File: config.mk
export PLATFORM = sky130hd
export DESIGN_NAME = hss_seq
export DESIGN_NICKNAME = d
export VERILOG_FILES = /design/src/shared/hss_pkg.sv /design/src/hdl/hss_fine_pwm.sv /design/src/hdl/hss_seq.sv
export SDC_FILE = /design/constraint.sdc
export NUM_CORES = 1
export LEC_CHECK = 0
export BUFFER_PORTS_ARGS = -buffer_cell sky130_fd_sc_hd__buf_4
export CAP_MARGIN = 20
export CELL_PAD_IN_SITES_DETAIL_PLACEMENT = 0
export CELL_PAD_IN_SITES_GLOBAL_PLACEMENT = 1
export CORE_ASPECT_RATIO = 0.9
export CORE_MARGIN = 2
export CORE_UTILIZATION = 35
export DETAILED_ROUTE_END_ITERATION = 10
export GPL_TIMING_DRIVEN = 0
export PLACE_DENSITY = 0.77
export SYNTH_ARGS = -nofsm -noshare
export SYNTH_HDL_FRONTEND = slang
export SYNTH_SLANG_ARGS = --single-unit
File: constraint.sdc
create_clock -name hclk -period 18.6 [get_ports hclk]
set_clock_uncertainty 0.15 [all_clocks]
set_input_delay 1.86 -clock hclk [delete_from_list [all_inputs] [get_ports hclk]]
set_output_delay 1.86 -clock hclk [all_outputs]
set_load 0.05 [all_outputs]
File: src/shared/hss_pkg.sv
// Operation
// Stages go off in reverse order of on
// Five stage outputs plus one pulsed fine step
// Leader drives follower stages six to ten
// Fine step spans one stage between steps
// Role select; follower obeys leader only
// Input type: current loop or voltage
// Thermostat mode uses the voltage input
// Fine step output enabled by switch
// Test or control mode sampled at power
// Delay is weighted switch sum, else 1 s
// Out of range lights error, staging continues
// Stage count one to ten, never exceeded
// Follower present needs count above five
// Follower fine step and demand wiring outside
// Test mode lights fixed indicator set
// Test cycles stages up then down
// Then only supply lit, one blinks
// Blink power, error or run by check
// Demand linear in input, changes spaced by delay
// Delay counter restarts after each change
package hss_pkg;
	localparam logic [3:0] A_CFG = 4'h0;
	localparam logic [3:0] A_PWR = 4'h1;
	localparam logic [3:0] A_DEM = 4'h2;
	localparam logic [3:0] A_STAT = 4'h3;
	localparam logic [12:0] CFG_RST = 13'h0A11;
	localparam int B_LEAD = 0;
	localparam int B_VOLT = 1;
	localparam int B_THERMOSTAT_INPUT_MODE = 2;
	localparam int B_FINE_STEP_OUTPUT_ENABLE = 3;
	localparam int B_CTRL = 4;
	localparam int B_DLY = 5;
	localparam int B_CNT = 9;
	localparam int B_REV = 8;
	localparam int I_PWR = 0;
	localparam int I_ERR = 1;
	localparam int I_RUN = 2;
	localparam int I_FLT = 3;
	localparam int I_SUP = 4;
	localparam int I_FINE = 5;
	localparam int I_ROLE = 6;
	localparam logic [6:0] IND_TEST_LEAD = 7'h7F;
	localparam logic [6:0] IND_TEST_FOL = 7'h55;
	localparam logic [6:0] IND_SUP = 7'h10;
	localparam logic [3:0] MAX_STAGES = 4'hA;
	localparam logic [3:0] UNIT_STAGES = 4'h5;
	localparam logic [6:0] DLY_W0 = 7'h05;
	localparam logic [6:0] DLY_W1 = 7'h0A;
	localparam logic [6:0] DLY_W2 = 7'h14;
	localparam logic [6:0] DLY_W3 = 7'h28;
	localparam logic [6:0] DLY_NONE = 7'h01;
	// Demand codes are in tenths of a mA or a volt
	localparam logic [7:0] LO_I = 8'h1E;
	localparam logic [7:0] HI_I = 8'hD2;
	localparam logic [7:0] HI_V = 8'h69;
	localparam logic [7:0] BASE_I = 8'h28;
	localparam logic [7:0] SPAN_I = 8'hA0;
	localparam logic [7:0] SPAN_V = 8'h64;
	localparam int CLK_NS = 4;
	localparam int SEC_NS = 1000000000;
	localparam int TSTEP_MS = 500;
	localparam int BLINK_MS = 250;
	localparam int SEC_CYC = SEC_NS / CLK_NS;
	localparam int TSTEP_CYC = TSTEP_MS * (1000000 / CLK_NS);
	localparam int BLINK_CYC = BLINK_MS * (1000000 / CLK_NS);
	typedef enum logic [2:0] {ST_OFF, ST_TUP, ST_TDN, ST_TRES, ST_CTRL, ST_FOL} hss_state_t;
endpackage : hss_pkg

File: src/hdl/hss_fine_pwm.sv
`timescale 1ns/1ns
module hss_fine_pwm
	import hss_pkg::*;
(
	input wire logic hclk,
	input wire logic hresetn,
	input wire logic en,
	input wire logic [7:0] duty,
	input wire logic [7:0] period,
	output logic pulse_q
);
	typedef struct packed {
		logic [7:0] cnt;
		logic pulse;
	} hss_pwm_t;
	hss_pwm_t s_q, s_d;
	always_comb begin
		s_d = s_q;
		// Period follows the span so duty is the raw remainder, no divider
		if (s_q.cnt >= period - 8'h01) begin
			s_d.cnt = 8'h00;
		end else begin
			s_d.cnt = s_q.cnt + 8'h01;
		end
		s_d.pulse = en && (s_q.cnt < duty);
	end
	always_ff @(posedge hclk or negedge hresetn) begin
		if (!hresetn) begin
			s_q <= '0;
		end else begin
			s_q <= s_d;
		end
	end
	assign pulse_q = s_q.pulse;
endmodule : hss_fine_pwm

File: src/hdl/hss_seq.sv
// Chosen here: the AHB-Lite slave port and the register offsets.
`timescale 1ns/1ns
module hss_seq
	import hss_pkg::*;
#(
	parameter int SEC_CYCLES = SEC_CYC,
	parameter int TSTEP_CYCLES = TSTEP_CYC,
	parameter int BLINK_CYCLES = BLINK_CYC
)(
	input wire logic hclk,
	input wire logic hresetn,
	input wire logic hsel,
	input wire logic [31:0] haddr,
	input wire logic [1:0] htrans,
	input wire logic hwrite,
	input wire logic [2:0] hsize,
	input wire logic [31:0] hwdata,
	input wire logic hready,
	output logic [31:0] hrdata,
	output logic hreadyout,
	output logic hresp,
	input wire logic [4:0] follow_cmd,
	output logic [4:0] stage_out,
	output logic [4:0] ext_stage_out,
	output logic fine_step_terminal_pos,
	output logic [6:0] indicators
);
	typedef struct packed {
		hss_state_t st;
		logic [12:0] cfg;
		logic pwr;
		logic lead;
		logic [8:0] dem;
		logic [3:0] cur;
		logic [27:0] tick;
		logic [6:0] secs;
		logic blink;
		logic wpend;
		logic [3:0] wadr;
		logic [31:0] rdata;
		logic [4:0] so;
		logic [4:0] xo;
		logic [6:0] ind;
	} hss_state_s_t;
	hss_state_s_t s_q, s_d;

	logic [9:0] therm;
	logic [3:0] cnt;
	logic [6:0] dly;
	logic volt;
	logic range_err;
	logic rev;
	logic [7:0] lo;
	logic [7:0] span;
	logic [7:0] off;
	logic [11:0] prod;
	logic [11:0] quo;
	logic [3:0] tgt;
	logic [7:0] rem;
	logic fine_en;
	logic sec_end;
	logic [3:0] cfg_cnt;
	logic [3:0] aidx;

	// One bit per stage, so stage i is lit only while all below it are
	genvar gi;
	generate
		for (gi = 0; gi < 10; gi++) begin : g_therm
			assign therm[gi] = (s_q.cur > 4'(gi));
		end
	endgenerate

	assign cfg_cnt = s_q.cfg[B_CNT +: 4];
	assign aidx = haddr[5:2];
	always_comb begin
		// Follower ignores its own stage dial
		if (!s_q.lead) begin
			cnt = UNIT_STAGES;
		end else if (cfg_cnt == 4'h0) begin
			cnt = 4'h1;
		end else if (cfg_cnt > MAX_STAGES) begin
			cnt = MAX_STAGES;
		end else begin
			cnt = cfg_cnt;
		end
		dly = (s_q.cfg[B_DLY] ? DLY_W0 : 7'h00) + (s_q.cfg[B_DLY + 1] ? DLY_W1 : 7'h00)
			+ (s_q.cfg[B_DLY + 2] ? DLY_W2 : 7'h00) + (s_q.cfg[B_DLY + 3] ? DLY_W3 : 7'h00);
		if (s_q.cfg[B_DLY +: 4] == 4'h0) begin
			dly = DLY_NONE;
		end
		volt = s_q.cfg[B_VOLT] || s_q.cfg[B_THERMOSTAT_INPUT_MODE];
		rev = s_q.dem[B_REV];
		lo = volt ? 8'h00 : BASE_I;
		span = volt ? SPAN_V : SPAN_I;
		if (volt) begin
			range_err = rev || (s_q.dem[7:0] > HI_V);
		end else begin
			range_err = rev || (s_q.dem[7:0] < LO_I) || (s_q.dem[7:0] > HI_I);
		end
		off = (s_q.dem[7:0] > lo) ? s_q.dem[7:0] - lo : 8'h00;
		if (off > span) begin
			off = span;
		end
		if (rev) begin
			off = 8'h00;
		end
		prod = {4'h0, off} * {8'h00, cnt};
		quo = prod / {4'h0, span};
		tgt = quo[3:0];
		rem = 8'(prod - quo * {4'h0, span});
		// Fine step only while settled between two stage points
		fine_en = (s_q.st == ST_CTRL) && s_q.lead && s_q.cfg[B_FINE_STEP_OUTPUT_ENABLE]
			&& (s_q.cur == tgt) && (tgt < cnt);
	end

	assign sec_end = (s_q.tick == 28'(SEC_CYCLES - 1));

	always_comb begin
		s_d = s_q;
		// Zero wait state slave; read data prepared in address phase
		s_d.wpend = 1'b0;
		if (s_q.wpend) begin
			case (s_q.wadr)
				A_CFG: s_d.cfg = hwdata[12:0];
				A_PWR: s_d.pwr = hwdata[0];
				A_DEM: s_d.dem = hwdata[8:0];
				default: s_d.wpend = 1'b0;
			endcase
		end
		if (hsel && htrans[1] && hready) begin
			s_d.wpend = hwrite;
			s_d.wadr = aidx;
			case (aidx)
				A_CFG: s_d.rdata = {19'h0, s_q.cfg};
				A_PWR: s_d.rdata = {31'h0, s_q.pwr};
				A_DEM: s_d.rdata = {23'h0, s_q.dem};
				A_STAT: s_d.rdata = {17'h0, s_q.st, range_err, s_q.ind, s_q.cur};
				default: s_d.rdata = 32'h0;
			endcase
		end
		s_d.tick = s_q.tick + 28'h1;
		case (s_q.st)
			ST_OFF: begin
				s_d.cur = 4'h0;
				s_d.tick = 28'h0;
				s_d.secs = 7'h0;
				s_d.blink = 1'b0;
				// Role and mode caught only at power-up; later edits wait for next cycle
				if (s_q.pwr) begin
					s_d.lead = s_q.cfg[B_LEAD];
					// Follower ignores its own mode switch and tracks the leader
					if (!s_q.cfg[B_LEAD]) begin
						s_d.st = ST_FOL;
					end else if (!s_q.cfg[B_CTRL]) begin
						s_d.st = ST_TUP;
					end else begin
						s_d.st = ST_CTRL;
					end
				end
			end
			ST_TUP: begin
				if (s_q.tick == 28'(TSTEP_CYCLES - 1)) begin
					s_d.tick = 28'h0;
					if (s_q.cur < cnt) begin
						s_d.cur = s_q.cur + 4'h1;
					end else begin
						s_d.st = ST_TDN;
					end
				end
			end
			ST_TDN: begin
				if (s_q.tick == 28'(TSTEP_CYCLES - 1)) begin
					s_d.tick = 28'h0;
					if (s_q.cur != 4'h0) begin
						s_d.cur = s_q.cur - 4'h1;
					end else begin
						s_d.st = ST_TRES;
					end
				end
			end
			ST_TRES: begin
				if (s_q.tick == 28'(BLINK_CYCLES - 1)) begin
					s_d.tick = 28'h0;
					s_d.blink = !s_q.blink;
				end
			end
			ST_CTRL: begin
				if (sec_end) begin
					s_d.tick = 28'h0;
					if (s_q.secs != 7'h7F) begin
						s_d.secs = s_q.secs + 7'h1;
					end
				end
				if (s_q.secs >= dly && s_q.cur != tgt) begin
					s_d.cur = (s_q.cur < tgt) ? s_q.cur + 4'h1 : s_q.cur - 4'h1;
					s_d.tick = 28'h0;
					s_d.secs = 7'h0;
				end
			end
			ST_FOL: begin
				s_d.tick = 28'h0;
			end
			default: s_d.st = ST_OFF;
		endcase
		if (!s_q.pwr) begin
			s_d.st = ST_OFF;
		end
		// Outputs lag the stage count by one cycle to stay on flops
		if (s_q.st == ST_FOL) begin
			s_d.so = follow_cmd;
			s_d.xo = 5'h00;
		end else begin
			s_d.so = therm[4:0];
			s_d.xo = s_q.lead ? therm[9:5] : 5'h00;
		end
		case (s_q.st)
			ST_TUP, ST_TDN: s_d.ind = s_q.lead ? IND_TEST_LEAD : IND_TEST_FOL;
			ST_TRES: begin
				s_d.ind = IND_SUP;
				if (rev) begin
					s_d.ind[I_PWR] = s_q.blink;
				end else if (range_err) begin
					s_d.ind[I_ERR] = s_q.blink;
				end else begin
					s_d.ind[I_RUN] = s_q.blink;
				end
			end
			ST_CTRL, ST_FOL: begin
				s_d.ind = IND_SUP;
				s_d.ind[I_PWR] = 1'b1;
				s_d.ind[I_RUN] = 1'b1;
				s_d.ind[I_ERR] = s_q.lead && range_err;
				s_d.ind[I_FINE] = s_q.lead && s_q.cfg[B_FINE_STEP_OUTPUT_ENABLE];
				s_d.ind[I_ROLE] = !s_q.lead;
			end
			default: s_d.ind = 7'h00;
		endcase
	end

	always_ff @(posedge hclk or negedge hresetn) begin
		if (!hresetn) begin
			s_q <= '0;
			s_q.cfg <= CFG_RST;
		end else begin
			s_q <= s_d;
		end
	end

	hss_fine_pwm u_pwm (
		.hclk(hclk),
		.hresetn(hresetn),
		.en(fine_en),
		.duty(rem),
		.period(span),
		.pulse_q(fine_step_terminal_pos)
	);

	assign hrdata = s_q.rdata;
	assign hreadyout = 1'b1;
	assign hresp = 1'b0;
	assign stage_out = s_q.so;
	assign ext_stage_out = s_q.xo;
	assign indicators = s_q.ind;

	property p_lifo;
		@(posedge hclk) disable iff (!hresetn)
		(s_q.st == ST_CTRL && s_d.st == ST_CTRL && s_d.cur != s_q.cur)
			|-> (s_d.cur == s_q.cur + 4'h1) || (s_d.cur == s_q.cur - 4'h1);
	endproperty
	a_lifo: assert property (p_lifo) else $error("stage moved by more than one");

	property p_cap;
		@(posedge hclk) disable iff (!hresetn)
		(s_q.st != ST_OFF) |-> (s_q.cur <= cnt);
	endproperty
	a_cap: assert property (p_cap) else $error("stage count above limit");

	property p_split;
		@(posedge hclk) disable iff (!hresetn)
		(ext_stage_out != 5'h00) |-> (stage_out == 5'h1F);
	endproperty
	a_split: assert property (p_split) else $error("follower stage before local full");

	property p_fine_step_output_enable;
		@(posedge hclk) disable iff (!hresetn)
		(!s_q.cfg[B_FINE_STEP_OUTPUT_ENABLE]) ##1 (!s_q.cfg[B_FINE_STEP_OUTPUT_ENABLE]) |-> !fine_step_terminal_pos;
	endproperty
	a_fine_step_output_enable: assert property (p_fine_step_output_enable) else $error("fine step while disabled");

	property p_delay;
		@(posedge hclk) disable iff (!hresetn)
		(s_q.st == ST_CTRL && s_d.st == ST_CTRL && s_d.cur != s_q.cur) |-> (s_q.secs >= dly);
	endproperty
	a_delay: assert property (p_delay) else $error("stage change before delay");

	property p_restart;
		@(posedge hclk) disable iff (!hresetn)
		(s_q.st == ST_CTRL && s_d.cur != s_q.cur) |=> (s_q.tick == 28'h0 && s_q.secs == 7'h0);
	endproperty
	a_restart: assert property (p_restart) else $error("delay timer not restarted");

	property p_err;
		@(posedge hclk) disable iff (!hresetn)
		(s_q.st == ST_CTRL && range_err && s_q.lead) |=> indicators[I_ERR];
	endproperty
	a_err: assert property (p_err) else $error("range error not shown");

	property p_test_ind;
		@(posedge hclk) disable iff (!hresetn)
		(s_q.st == ST_TUP && s_q.lead) |=> (indicators == IND_TEST_LEAD);
	endproperty
	a_test_ind: assert property (p_test_ind) else $error("test indicator set wrong");

	property p_result;
		@(posedge hclk) disable iff (!hresetn)
		(s_q.st == ST_TRES && $past(s_q.st) == ST_TRES)
			|-> (indicators[I_SUP] && (indicators & 7'h78) == 7'h10 && $countones(indicators) <= 2);
	endproperty
	a_result: assert property (p_result) else $error("result shows wrong lights");

	c_result: cover property (@(posedge hclk) disable iff (!hresetn) s_q.st == ST_TRES);
	c_full: cover property (@(posedge hclk) disable iff (!hresetn) s_q.cur == MAX_STAGES);
	c_fine: cover property (@(posedge hclk) disable iff (!hresetn) fine_step_terminal_pos);
endmodule : hss_seq

==> results.md, run 1 <==
- In this run the count of I/O pins placed on the die edge is 131.
- The number of slew-limit violations in the final report is 0.
- During synthesis, Yosys emitted a total of 0 warnings.
- In this design, the stage delay of the slowest critical-path cell is 600 ps.
- The total setup violations reported at the end of the flow is 0.
- The number of enable-type register cells in the synthesized netlist is 0.
- Prior to clock tree synthesis, the placed netlist has a worst setup slack of -1269 ps.
- The height of the chip is 165.9 µm.
- Detailed routing inserted a total of 8886 vias.
- Clock-pin slew was measured on the worst setup and hold paths at 60 ps.
- TritonCTS created 17 clock buffers.
- Leaving out fill and tap cells, the most frequent cell in the layout is nor2_1.
- The clock reaches the later pin of the worst-skew pair after 410 ps.
- Of the post-synthesis cell area, the part taken by muxes is 5.021%.
- The post-synthesis share of cell area spent on full adders, half adders and majority gates is 14.04%.
- By area, the combinational part of the netlist is dominated by simple AND/OR/NAND/NOR gates.
- The worst setup path is launched from a register.
- The mean routed wirelength per cell is 16.15 µm.
- Among all flip-flop cells after synthesis, the most frequent one is dfrtp_1.
- Summing the sequential cell areas from Yosys gives 27.79% of the chip area.
- The detail-routed via count per cell is 5.302.
- In the routed design, unresolved DRC markers number 0.
- Leaving out fill and tap cells, the most frequent cells in the layout are nor2_1 (129), buf_4 (122), dfrtp_1 (109), nand2_1 (103), ha_1 (86).
- The width of the die is 183.9 µm.
- The number of hold violations in the final report was 0.
- The worst setup path is captured at a register.
- The post-route netlist has 21.07% of its cells at a drive strength greater than 1.
- The top cell type by total area after synthesis is dfrtp_1.
- A synthesized cell averages 8.579 µm².
- TritonCTS built the clock tree.
- The count of filler cells inserted in the layout is 2903.
- The number of sinks on the clock net is 113.
- The number of DRC markers in iteration 0 is 615.
- The synthesis-to-finish area growth is 19.25%.
- The row count is 59.
- By area the synthesized netlist is led by dfrtp_1 (27%), ha_1 (11%), nor2_1 (4.8%), nand2_1 (3.8%), buf_4 (3.8%).
- The HPWL after detailed placement is 20.59 mm.
- The worst max-slew margin expressed relative to the limit is 40.00%.
- The post-synthesis compound-gate area fraction is 18.56%.
- The placeable core region is 0.02879 mm².
- The share of synthesized area in the top cell type comes to 26.76%.
- The first global-routing pass estimated 44.57 mm of wire.
- The number of port buffers is 60.
- The slew at the pin closest to its max-slew limit is 898.0 ps.
- The number of global-route vias before repair is 8483.
- The die outline area is 0.03050 mm².
- The number of buffers between clock root and the deepest sink is 2.
- The flop and latch count out of synthesis is 113.
- The total wirelength of the detailed-routed design is 27.07 mm.
- The number of antenna diodes in the final layout is 0.
- The flow ran to the end, and the final reports show no timing, DRC or antenna violations.
- Entering global routing, the biggest net connects 82 pins.
- The global router's overall resource usage is 17.93%.
- The simple-gate area share of the yosys netlist is 21.31%.
- Counting every instance in the synthesized netlist gives 1188.
- The synthesized netlist occupies a cell area of 0.01019 mm².
- The total grt overflow is 0.
- The H-tree generated during clock tree synthesis spans 4 levels.
- The count of antenna-violating nets left after detailed routing is 0.
- The data required time at the worst endpoint is 18790 ps.
- The combined flip-flop and latch cell area is 0.002833 mm².
- The initial core utilization is 35.40%.
- The synthesized netlist devotes 5.401% of its cell area to XOR and XNOR gates.
- Counting flops with an async set or reset pin after synthesis yields a share of 100.0%.
- The number of maximum-capacitance constraint violations is 0.
- For this run, the detailed router's first-pass iteration total came to 5.
- The critical path in this run is classified as register to register.
- The critical path's slowest cell is fa_1.
- The period utilization is 93.77%.
- The root buffer cell chosen for the clock tree is clkbuf_16.
- In the final layout, the multi-input gates occupy 0.006847 mm².
- In this run the worst hold path is classified as register to register.
- The synthesized netlist contains 100 unique library cells.
- Counting stages on the worst path, the most repeated cell is ha_1.
- The worst path in the final design needs a cycle of 17440 ps, including I/O delays and setup.
- Once routing completed, OpenROAD measured the worst setup slack at 1158 ps.
- The highest clock rate is 0.05733 GHz.
- The initial antenna violation count was 0.
- STA puts the critical path data arrival time at 17640 ps.
- The routability congestion estimate is 0.8395.
- The maximum fanout along the worst path is 12.
- After the last flow step, the layout net total stands at 1483.
==> kinds of logic (layout without fill, tap and decap cells) <==
logic type	count (synthesis)	count (layout)
xor+xnor	62	62
mux	45	45
other cells	2	19
buf+inv	155	260
fa+ha+maj	106	106
compound gates	270	270
flops	113	113
simple gates	435	435
==> registers in the layout, summed over array words and instances (netlist names) <==
| name | count |
|---|---|
| ext_stage_out | 5 |
| u_pwm.pulse_q | 1 |
| s_q | 67 |
| u_pwm.s_q | 8 |
| indicators | 7 |
| hrdata | 15 |
| cfg_cnt | 4 |
| rev | 1 |
| stage_out | 5 |
==> metrics by stage <==
step | util, % | area, µm² | hold slack, ps | std cells | TNS [ps]
CTS | 41.25 | 11880 | 346.0 | 1669 | 0
detailed placement | 38.91 | 11200 | 324.0 | 1633 | -1269
global placement | 38.78 | 11160 | 321.9 | 1631 | -1084
global route | 42.22 | 12150 | 356.1 | 1676 | -19.46
finish | 42.22 | 12150 | 338.5 | 1676 | 0
floorplan | - | 10260 | 301.0 | 1205 | 0
==> metal layers <==
metal	vias to the layer above	track usage [%]	share of wire, %
met1	4259	27.35	51
met3	22	2.478	4.4
met2	220	26.83	43
met4	0	3.687	0.93
li1	4385	-	-
met5	-	0	0
==> repair_timing <==
action	CTS	global route
endpoints found under the setup margin	1	1
pin swaps	1	4
hold buffers	0	0
buffers inserted	4	7
gates cloned	1	1
hold endpoints to repair	0	0
gates resized for setup	9	42
==> cells in the mapped netlist (all sizes together), types with 10 or more instances <==
| master | n |
|---|---|
| a21o | 13 |
| a21oi | 60 |
| a22oi | 12 |
| a31oi | 12 |
| and3 | 12 |
| buf | 58 |
| clkbuf | 25 |
| dfrtp | 109 |
| fa | 14 |
| ha | 92 |
| inv | 71 |
| mux2 | 33 |
| mux2i | 11 |
| nand2 | 104 |
| nand2b | 21 |
| nand3 | 40 |
| nand4 | 10 |
| nor2 | 130 |
| nor2b | 18 |
| nor3 | 26 |
| nor4 | 13 |
| o21ai | 74 |
| or2 | 14 |
| or3 | 10 |
| xnor2 | 33 |
| xor2 | 29 |
==> cell type report <==
type / instances / share of cell area, %
timing repair buffer: 74 / 4.910
timing repair inverter: 1 / 0.04118
clock inverter: 10 / 1.101
multi-input combinational: 937 / 56.33
sequential: 113 / 23.31
inverter: 72 / 2.337
buffer: 82 / 4.334
clock buffer: 21 / 3.871
tap: 366 / 3.768
==> worst paths after layout <==
check | cells past startpoint | to | slack, ps | start
setup reg to reg | 81 | u_pwm.pulse_q$_DFF_PN0_ | 1160 | s_q[107]$_DFFE_PN0P_
max in group asynchronous | 2 | cfg_cnt[0]$_DFFE_PN1P_ | 16380 | hresetn
hold reg to reg | 1 | s_q[62]$_DFF_PN0_ | 340 | s_q[62]$_DFF_PN0_
hold / removal | 1 | s_q[62]$_DFF_PN0_ | 340 | s_q[62]$_DFF_PN0_
min in group asynchronous | 1 | s_q[86]$_DFF_PN0_ | 1180 | hresetn
setup / recovery | 81 | u_pwm.pulse_q$_DFF_PN0_ | 1160 | s_q[107]$_DFFE_PN0P_
==> worst max-delay path: cells and delay by family (launching register included) <==
kind | cells | cell delay (ps)
AOI/OAI and AO/OA | 23 | 4930
DFF | 1 | 390
muxes | 3 | 660
buffers and inverters | 10 | 1020
xor gates and xnor gates | 5 | 870
and+or+nand+nor | 23 | 3860
adders and majority gates | 17 | 5470
Power of run 1 is not shown: default switching activity piles up to over one toggle a cycle in this logic, so the estimate is an artifact.
==> inputs of run 2 (changes only) <==
Settings changed: ABC_AREA set to 1, PLACE_DENSITY 0.77 to 0.79.
==> results.md, run 2 <==
- Counting the buffers created by CTS gives 17.
- Relative to the synthesized area, the layout overhead comes to 16.75%.
- The clock period minus final worst setup slack is 17000 ps.
- The total wirelength of the detailed-routed design is 25.84 mm.
- Buffers placed on the I/O ports in this run total 60.
- The data required time at the worst endpoint is 18790 ps.
- The number of maximum-capacitance constraint violations is 0.
- Of all nets on the critical path, the largest fanout is 21.
- The die is 165.4 µm tall.
- The number of design rule violations left after detail routing is 0.
- The routed layout has 9212 vias.
- The number of sinks on the clock net is 113.
- The HPWL after detailed placement is 20.56 mm.
- The commonest non-fill, non-tap cell in the layout is nand2_1.
- The congestion estimate from routability-driven global placement came to 0.8622.
- Dividing the synthesized area by the synthesized cell count gives 7.239 µm².
- Summing the sequential cell areas from Yosys gives 27.95% of the chip area.
- The tree is rooted in a clkbuf_16.
- The die covers 0.03034 mm².
- Headroom to the max-slew limit came out at 42.03%.
- After detailed routing, the average wire length per cell comes to 13.75 µm.
- For this run the aggregate overflow at the end of global routing stands at 0.
- The Yosys step of the flow raised 0 warnings.
- Setup violations remaining at the end of the flow were counted as 0.
- The worst path arrival time is 17190 ps.
- For this run, the slowest stage of the critical path takes 540 ps.
- The deepest level of the CTS H-tree is 4.
- After synthesis, the share of flip-flops with an asynchronous set or reset is 100.0%.
- The number of global-route vias before repair is 8455.
- The standard cell area after detailed placement is 0.01117 mm².
- The number of standard cells after synthesis is 1400.
- Entering global routing, the biggest net connects 75 pins.
- Counting flops per register, the top entry is s_q.
- The width of the die is 183.4 µm.
- The number of buffers between clock root and the deepest sink is 2.
- dfrtp_1 takes more of the synthesized area than any other cell.
- The area fraction of the dominant cell type after synthesis is 26.91%.
- The area of the multi-input gates is 0.006092 mm².
- The start-to-end type of the worst setup path is register to register.
- The initial antenna violation count came to 0.
- The first global-routing pass estimated 43.04 mm of wire.
- The post-layout net count is 1685.
- In this run the worst hold path is classified as register to register.
- The mapped netlist covers 0.01013 mm².
- The slew at the pin closest to its max-slew limit is 869.5 ps.
- The detail route stage leaves a number of antenna-violating nets equal to 0.
- The register with the most flip-flops in the layout has 67 of them.
- The placeable core region is 0.02872 mm².
- The launching element type of the critical path is a register.
- The number of hold violations in the final report is 0.
- Derived from the worst setup path, the maximum achievable clock frequency is 0.05883 GHz.
- After filler insertion, the fill cell instance count of the layout stands at 2956.
- Clock latency on the worst-skew pair, taken at its later pin, is 420 ps.
- The combined flip-flop and latch cell area is 0.002833 mm².
- Ranked by total cell area, the synthesized netlist is headed by dfrtp_1 (27%), ha_1 (11%), nand2_1 (11%), inv_1 (7.2%), nor2_1 (5.3%).
- The pre-CTS worst setup slack is 1062 ps.
- The number of search-and-repair iterations in the first detailed-routing pass is 5.
- Row generation in the floorplan step produced 59 rows.
- Leaving out fill and tap cells, the most frequent cells in the layout are nand2_1 (302), inv_1 (195), nor2_1 (142), buf_4 (112), dfrtp_1 (109).
- The share of post-route cells with drive strength above 1 is 15.07%.
- Of the available clock period, the critical path in the final layout requires 91.38%.
- The dominant cell by count in the synthesized netlist is nand2_1.
- TritonCTS built the clock tree.
- The smallest setup slack after layout is 1603 ps.
- After synthesis, the netlist uses 62 different library cells.
- For this block, the initial DRC count from the detailed router was 603.
- By count the netlist is led by nand2_1 (302), inv_1 (195), nor2_1 (143).
- The clock slew at the register clock pins of the worst setup and hold paths is 60 ps.
- The number of enable-type register cells in the synthesized netlist is 0.
- The worst setup path is captured at a register.
- Adding up every negative setup slack in the final design gives 0 ps.
- The initial core utilization is 35.29%.
- The final cell area excluding filler cells is 0.01183 mm².
- The number of slew-limit violations in the final report was 0.
- The number of ports placed on the die boundary is 131.
- The run finished with clean final reports.
- The global router's overall resource usage is 17.67%.
- The critical path's slowest cell is fa_1.
- The flop and latch count out of synthesis is 113.
- Among all flip-flop cells after synthesis, the most frequent one is dfrtp_1.
- 0 antenna diodes ended up in the layout.
- The detail-routed via count per cell is 4.903.
## run 2: cell types whose count changed after synthesis, sizes merged, moves of 18 or more
cell	delta
nand4	+23
nor2	+20
nand2b	-21
inv	+139
mux2	-33
nand3	+50
xnor2	-23
nand2	+229
nor2b	-18
## run 2: metrics by stage
step / instances / utilization (%) / hold WS, ps
floorplan: 1417 / - / 299.5
global placement: 1843 / 38.68 / 315.9
detailed placement: 1846 / 38.91 / 316.0
CTS: 1878 / 41.16 / 335.7
global route: 1879 / 41.21 / 355.9
finish: 1879 / 41.21 / 334.7
## run 2: kinds of logic (layout without fill, tap and decap cells)
kind of cell | after synthesis | after routing | share of synthesized area (%)
xor gates and xnor gates | 50 | 50 | 4.321
muxes | 1 | 1 | 0.09877
DFF | 113 | 113 | 27.95
other | 2 | 19 | 0.07410
AOI/OAI and AO/OA | 186 | 186 | 10.53
adders and majority gates | 106 | 106 | 14.12
buffers and inverters | 283 | 379 | 12.65
and+or+nand+nor | 659 | 659 | 30.25
## run 2: worst max-delay path: cells and delay by family (launching register included)
kind | cells | cell delay (ps)
AO/OA/AOI/OAI | 16 | 2950
XOR/XNOR | 4 | 800
adder cells (fa/ha/maj) | 17 | 5880
buffers and inverters | 17 | 1800
flip-flops | 1 | 420
AND/OR/NAND/NOR | 46 | 4880
## run 2: layout make-up
type	count	share of cell area (%)
flip-flops and latches	113	23.94
plain buffers	69	4.008
well taps	366	3.870
inverters	214	6.831
repair buffers	64	4.409
clock inverters	10	1.533
clock buffers	22	3.923
multi-input cells	1021	51.49
## run 2: routing by layer
metal  up-vias  GRT usage, %  part of all wire (%)
met2       231         26.70                    43
met3        23         3.531                   5.5
met5         -             0                     0
li1       4715             -                     -
met1      4243         26.15                    51
met4         0         3.345                   1.0
## run 2: worst paths after layout
path | from | endpoint | slack [ps] | depth (start not counted)
worst min-delay path | hrdata[13]$_DFFE_PN0P_ | hrdata[13]$_DFFE_PN0P_ | 330 | 2
worst max register to register | s_q[106]$_DFFE_PN0P_ | u_pwm.pulse_q$_DFF_PN0_ | 1600 | 100
min in group asynchronous | hresetn | hrdata[12]$_DFFE_PN0P_ | 1190 | 1
worst max-delay path | s_q[106]$_DFFE_PN0P_ | u_pwm.pulse_q$_DFF_PN0_ | 1600 | 100
worst min register to register | hrdata[13]$_DFFE_PN0P_ | hrdata[13]$_DFFE_PN0P_ | 330 | 2
max in group asynchronous | hresetn | s_q[105]$_DFFE_PN1P_ | 16370 | 2
## run 2: timing repair
action	in CTS	in global routing
endpoints found under the setup margin	0	1
gates resized for setup	0	3
endpoints found under the hold margin	0	0
hold buffers	0	0
setup buffers	0	1
Power of run 2 is left out for the same reason.
==> inputs of run 3 (changes only) <==
Settings changed: CAP_MARGIN 20 to not set, PLACE_DENSITY 0.79 to 0.82.
Clock period 18.6 ns to 13.69 ns, I/O delays scaled along.
==> results.md, run 3 (synthesis gave the netlist of run 2 again) <==
- The flow ran to the end, but the final reports show violations.
- The checks that failed: setup timing.
- The clock tree from TritonCTS is done.
- In this run the critical register-to-register path is launched from s_q[106]$_DFFE_PN0P_.
- In this run the top signal layer used is met4.
- The critical path's slowest cell is fa_1.
- The pre-antenna-repair detailed-routing pass consisted of 5 iterations.
- The start point of the critical path is s_q[106]$_DFFE_PN0P_.
- The routed metal-1 wire length is 13.60 mm.
- Relative to the synthesized area, the layout overhead comes to 30.81%.
- Summing over every cut layer, the via total after detailed routing is 9711.
- Across every metal layer, demand over resource in global routing totals 18.88%.
- For this configuration, the core starts out at a cell density of 35.29%.
- The initial antenna violation count was 0.
- On the worst path, the slowest cell contributes a delay of 550 ps.
- The commonest non-fill, non-tap cell in the layout is nand2_1.
- After clock tree synthesis, the flow added hold-fix buffers numbering 0.
- The number of port buffers is 60.
- Summed over all nets, the half-perimeter wirelength after detailed placement is 20.53 mm.
- At the end of the flow, the number of nets in the layout was 1773.
- The number of buffers between clock root and the deepest sink is 2.
- The count of filler cells inserted in the layout is 2754.
- The row count is 59.
- Setup repair after global routing could not meet its margin everywhere.
- The number of DRC markers in iteration 0 is 542.
- The number of global-route vias before repair came to 9125.
- The type of the worst min-delay path is register to register.
- The worst path arrival time is 14690 ps.
- Wires add up to 27.98 mm.
- The number of slew-limit violations in the final report came to 0.
- STA classifies the critical path endpoint as a register.
- Hold is met by 337.0 ps.
- Max-cap violations in this run came to 0.
- Setup violations remaining at the end of the flow were counted as 1.
- The die outline area is 0.03034 mm².
- The maximum fanout along the worst path is 6.
- The number of hold violations in the final report is 0.
- The worst register-to-register path has a depth of 103.
- The share of post-route cells with drive strength above 1 is 27.05%.
- The endpoint of the worst register-to-register path is u_pwm.pulse_q$_DFF_PN0_.
- The number of sinks on the clock net is 113.
- The global-route wire length before repair is 46.03 mm.
- Routability-driven placement finished with a final weighted congestion of 0.8433.
- In this run the number of H-tree levels came out at 4.
- The cell type with the highest occurrence count on the critical path is inv_2.
- For flop-to-flop paths, the worst setup slack is -810 ps.
- Summed over all nets, wire length on met3 after detailed routing comes to 1.325 mm.
- The highest clock rate is 0.06896 GHz.
- The number of inserted diodes is 0.
- The number of flip-flops in the largest register is 67.
- The routed length on met2 is 12.71 mm.
- The start-to-end type of the worst setup path is register to register.
- The total area inside the core boundary comes to 0.02872 mm².
- The total grt overflow is 0.
- TritonCTS created 17 clock buffers.
- After detailed routing, the number of vias per cell comes to 4.937.
- The worst hold path begins at s_q[52]$_DFFE_PN0P_.
- The slew at the pin closest to its max-slew limit is 887.8 ps.
- Leaving out fill and tap cells, the most frequent cells in the layout are nand2_1 (284), buf_4 (196), inv_1 (176), nor2_1 (128), dfrtp_1 (107).
- The width of the die is 183.4 µm.
- Counting I/O delays and the setup requirement, the final critical path takes 14500 ps.
- The count of antenna-violating nets left after detailed routing is 0.
- The number of ports placed on the die boundary is 131.
- For this run, design rule violations remaining after detail routing come to 0.
- The worst max-slew margin expressed relative to the limit is 40.32%.
- The data required time at the worst endpoint is 13880 ps.
- From bottom edge to top edge, the die measures 165.4 µm.
- The smallest setup slack after layout is -811.2 ps.
- In the final routed layout, each cell accounts on average for 14.23 µm.
- The period utilization is 105.9%.
- After clock tree synthesis, the clock-pin slew on the worst setup and hold paths is 60 ps.
- The largest net degree at the start of global routing is 83.
- STA classifies the critical path startpoint as a register.
- The register with the most flip-flops is s_q.
- The clock latency at the later pin of the worst-skew pair is 420 ps.
- The clock root buffer is clkbuf_16.
- The end point of the critical path is u_pwm.pulse_q$_DFF_PN0_.
-- run 3: cell types whose count changed in the layout (fill, tap and decap cells not counted), moves of 7 or more --
cell and delta:
buf_4 +84, nand2_2 +10, ha_1 -22, nand3_2 +8, inv_1 -19, nand2_4 +7, a21oi_2 +9, ha_4 +19
nor2_1 -14, nor2_2 +13, a21oi_1 -12, inv_2 +17, nand3_1 -13, nand2_1 -18
-- run 3: worst min-delay path by stage --
| stage | slack (ps) | depth (start not counted) | to |
|---|---|---|---|
| final | 340 | 2 | s_q[52]$_DFFE_PN0P_ |
| after global routing | 370 | 2 | hrdata[12]$_DFFE_PN0P_ |
| after CTS | 340 | 2 | hrdata[12]$_DFFE_PN0P_ |
| after detailed placement | 320 | 2 | hrdata[12]$_DFFE_PN0P_ |
| after global placement | 320 | 2 | s_q[52]$_DFFE_PN0P_ |
| after floorplan | 300 | 2 | s_q[52]$_DFFE_PN0P_ |
-- run 3: timing repair --
action	in CTS	in global routing
gates resized for setup	84	61
pin swaps	76	70
gates cloned	2	0
setup endpoints to repair	40	39
buffers inserted	63	26
-- run 3: final cells by class --
class                   count  area, µm²  share of cell area, %
plain buffers              69      480.5                  3.624
repair buffers            150       1182                  8.918
multi-input cells        1022       6815                  51.41
inverters                 214      820.8                  6.191
well taps                 366      457.9                  3.454
clock buffers              21      450.4                  3.398
clock inverters            11      209.0                  1.576
repair inverters            1      6.256                0.04719
flip-flops and latches    113       2835                  21.39
-- run 3: layer usage --
| metal | global-route usage (%) | vias up |
|---|---|---|
| met2 | 30.15 | 234 |
| met1 | 26.99 | 4568 |
| met4 | 4.655 | 0 |
| met5 | 0 | - |
| met3 | 2.610 | 28 |
| li1 | - | 4881 |
-- run 3: worst max-delay path: cells and delay by family (launching register included) --
| family | cells | cell delay (ps) |
|---|---|---|
| adders and majority gates | 16 | 4820 |
| DFF | 1 | 420 |
| AOI/OAI and AO/OA | 9 | 1150 |
| and+or+nand+nor | 44 | 4380 |
| buffers and inverters | 27 | 2190 |
| xor gates and xnor gates | 7 | 1250 |
-- run 3: through the flow --
step	cell area, µm²	setup TNS (ps)	setup slack (ps)	util (%)	std cells
floorplan	10320	-747.4	-747.4	-	1417
global placement	11230	-54350	-3175	39.12	1843
detailed placement	11260	-60170	-3307	39.23	1844
CTS	12770	-1119	-1119	44.46	1941
global route	13260	-1800	-1578	46.17	1967
finish	13260	-811.2	-811.2	46.17	1967
Power of run 3 is left out for the same reason.
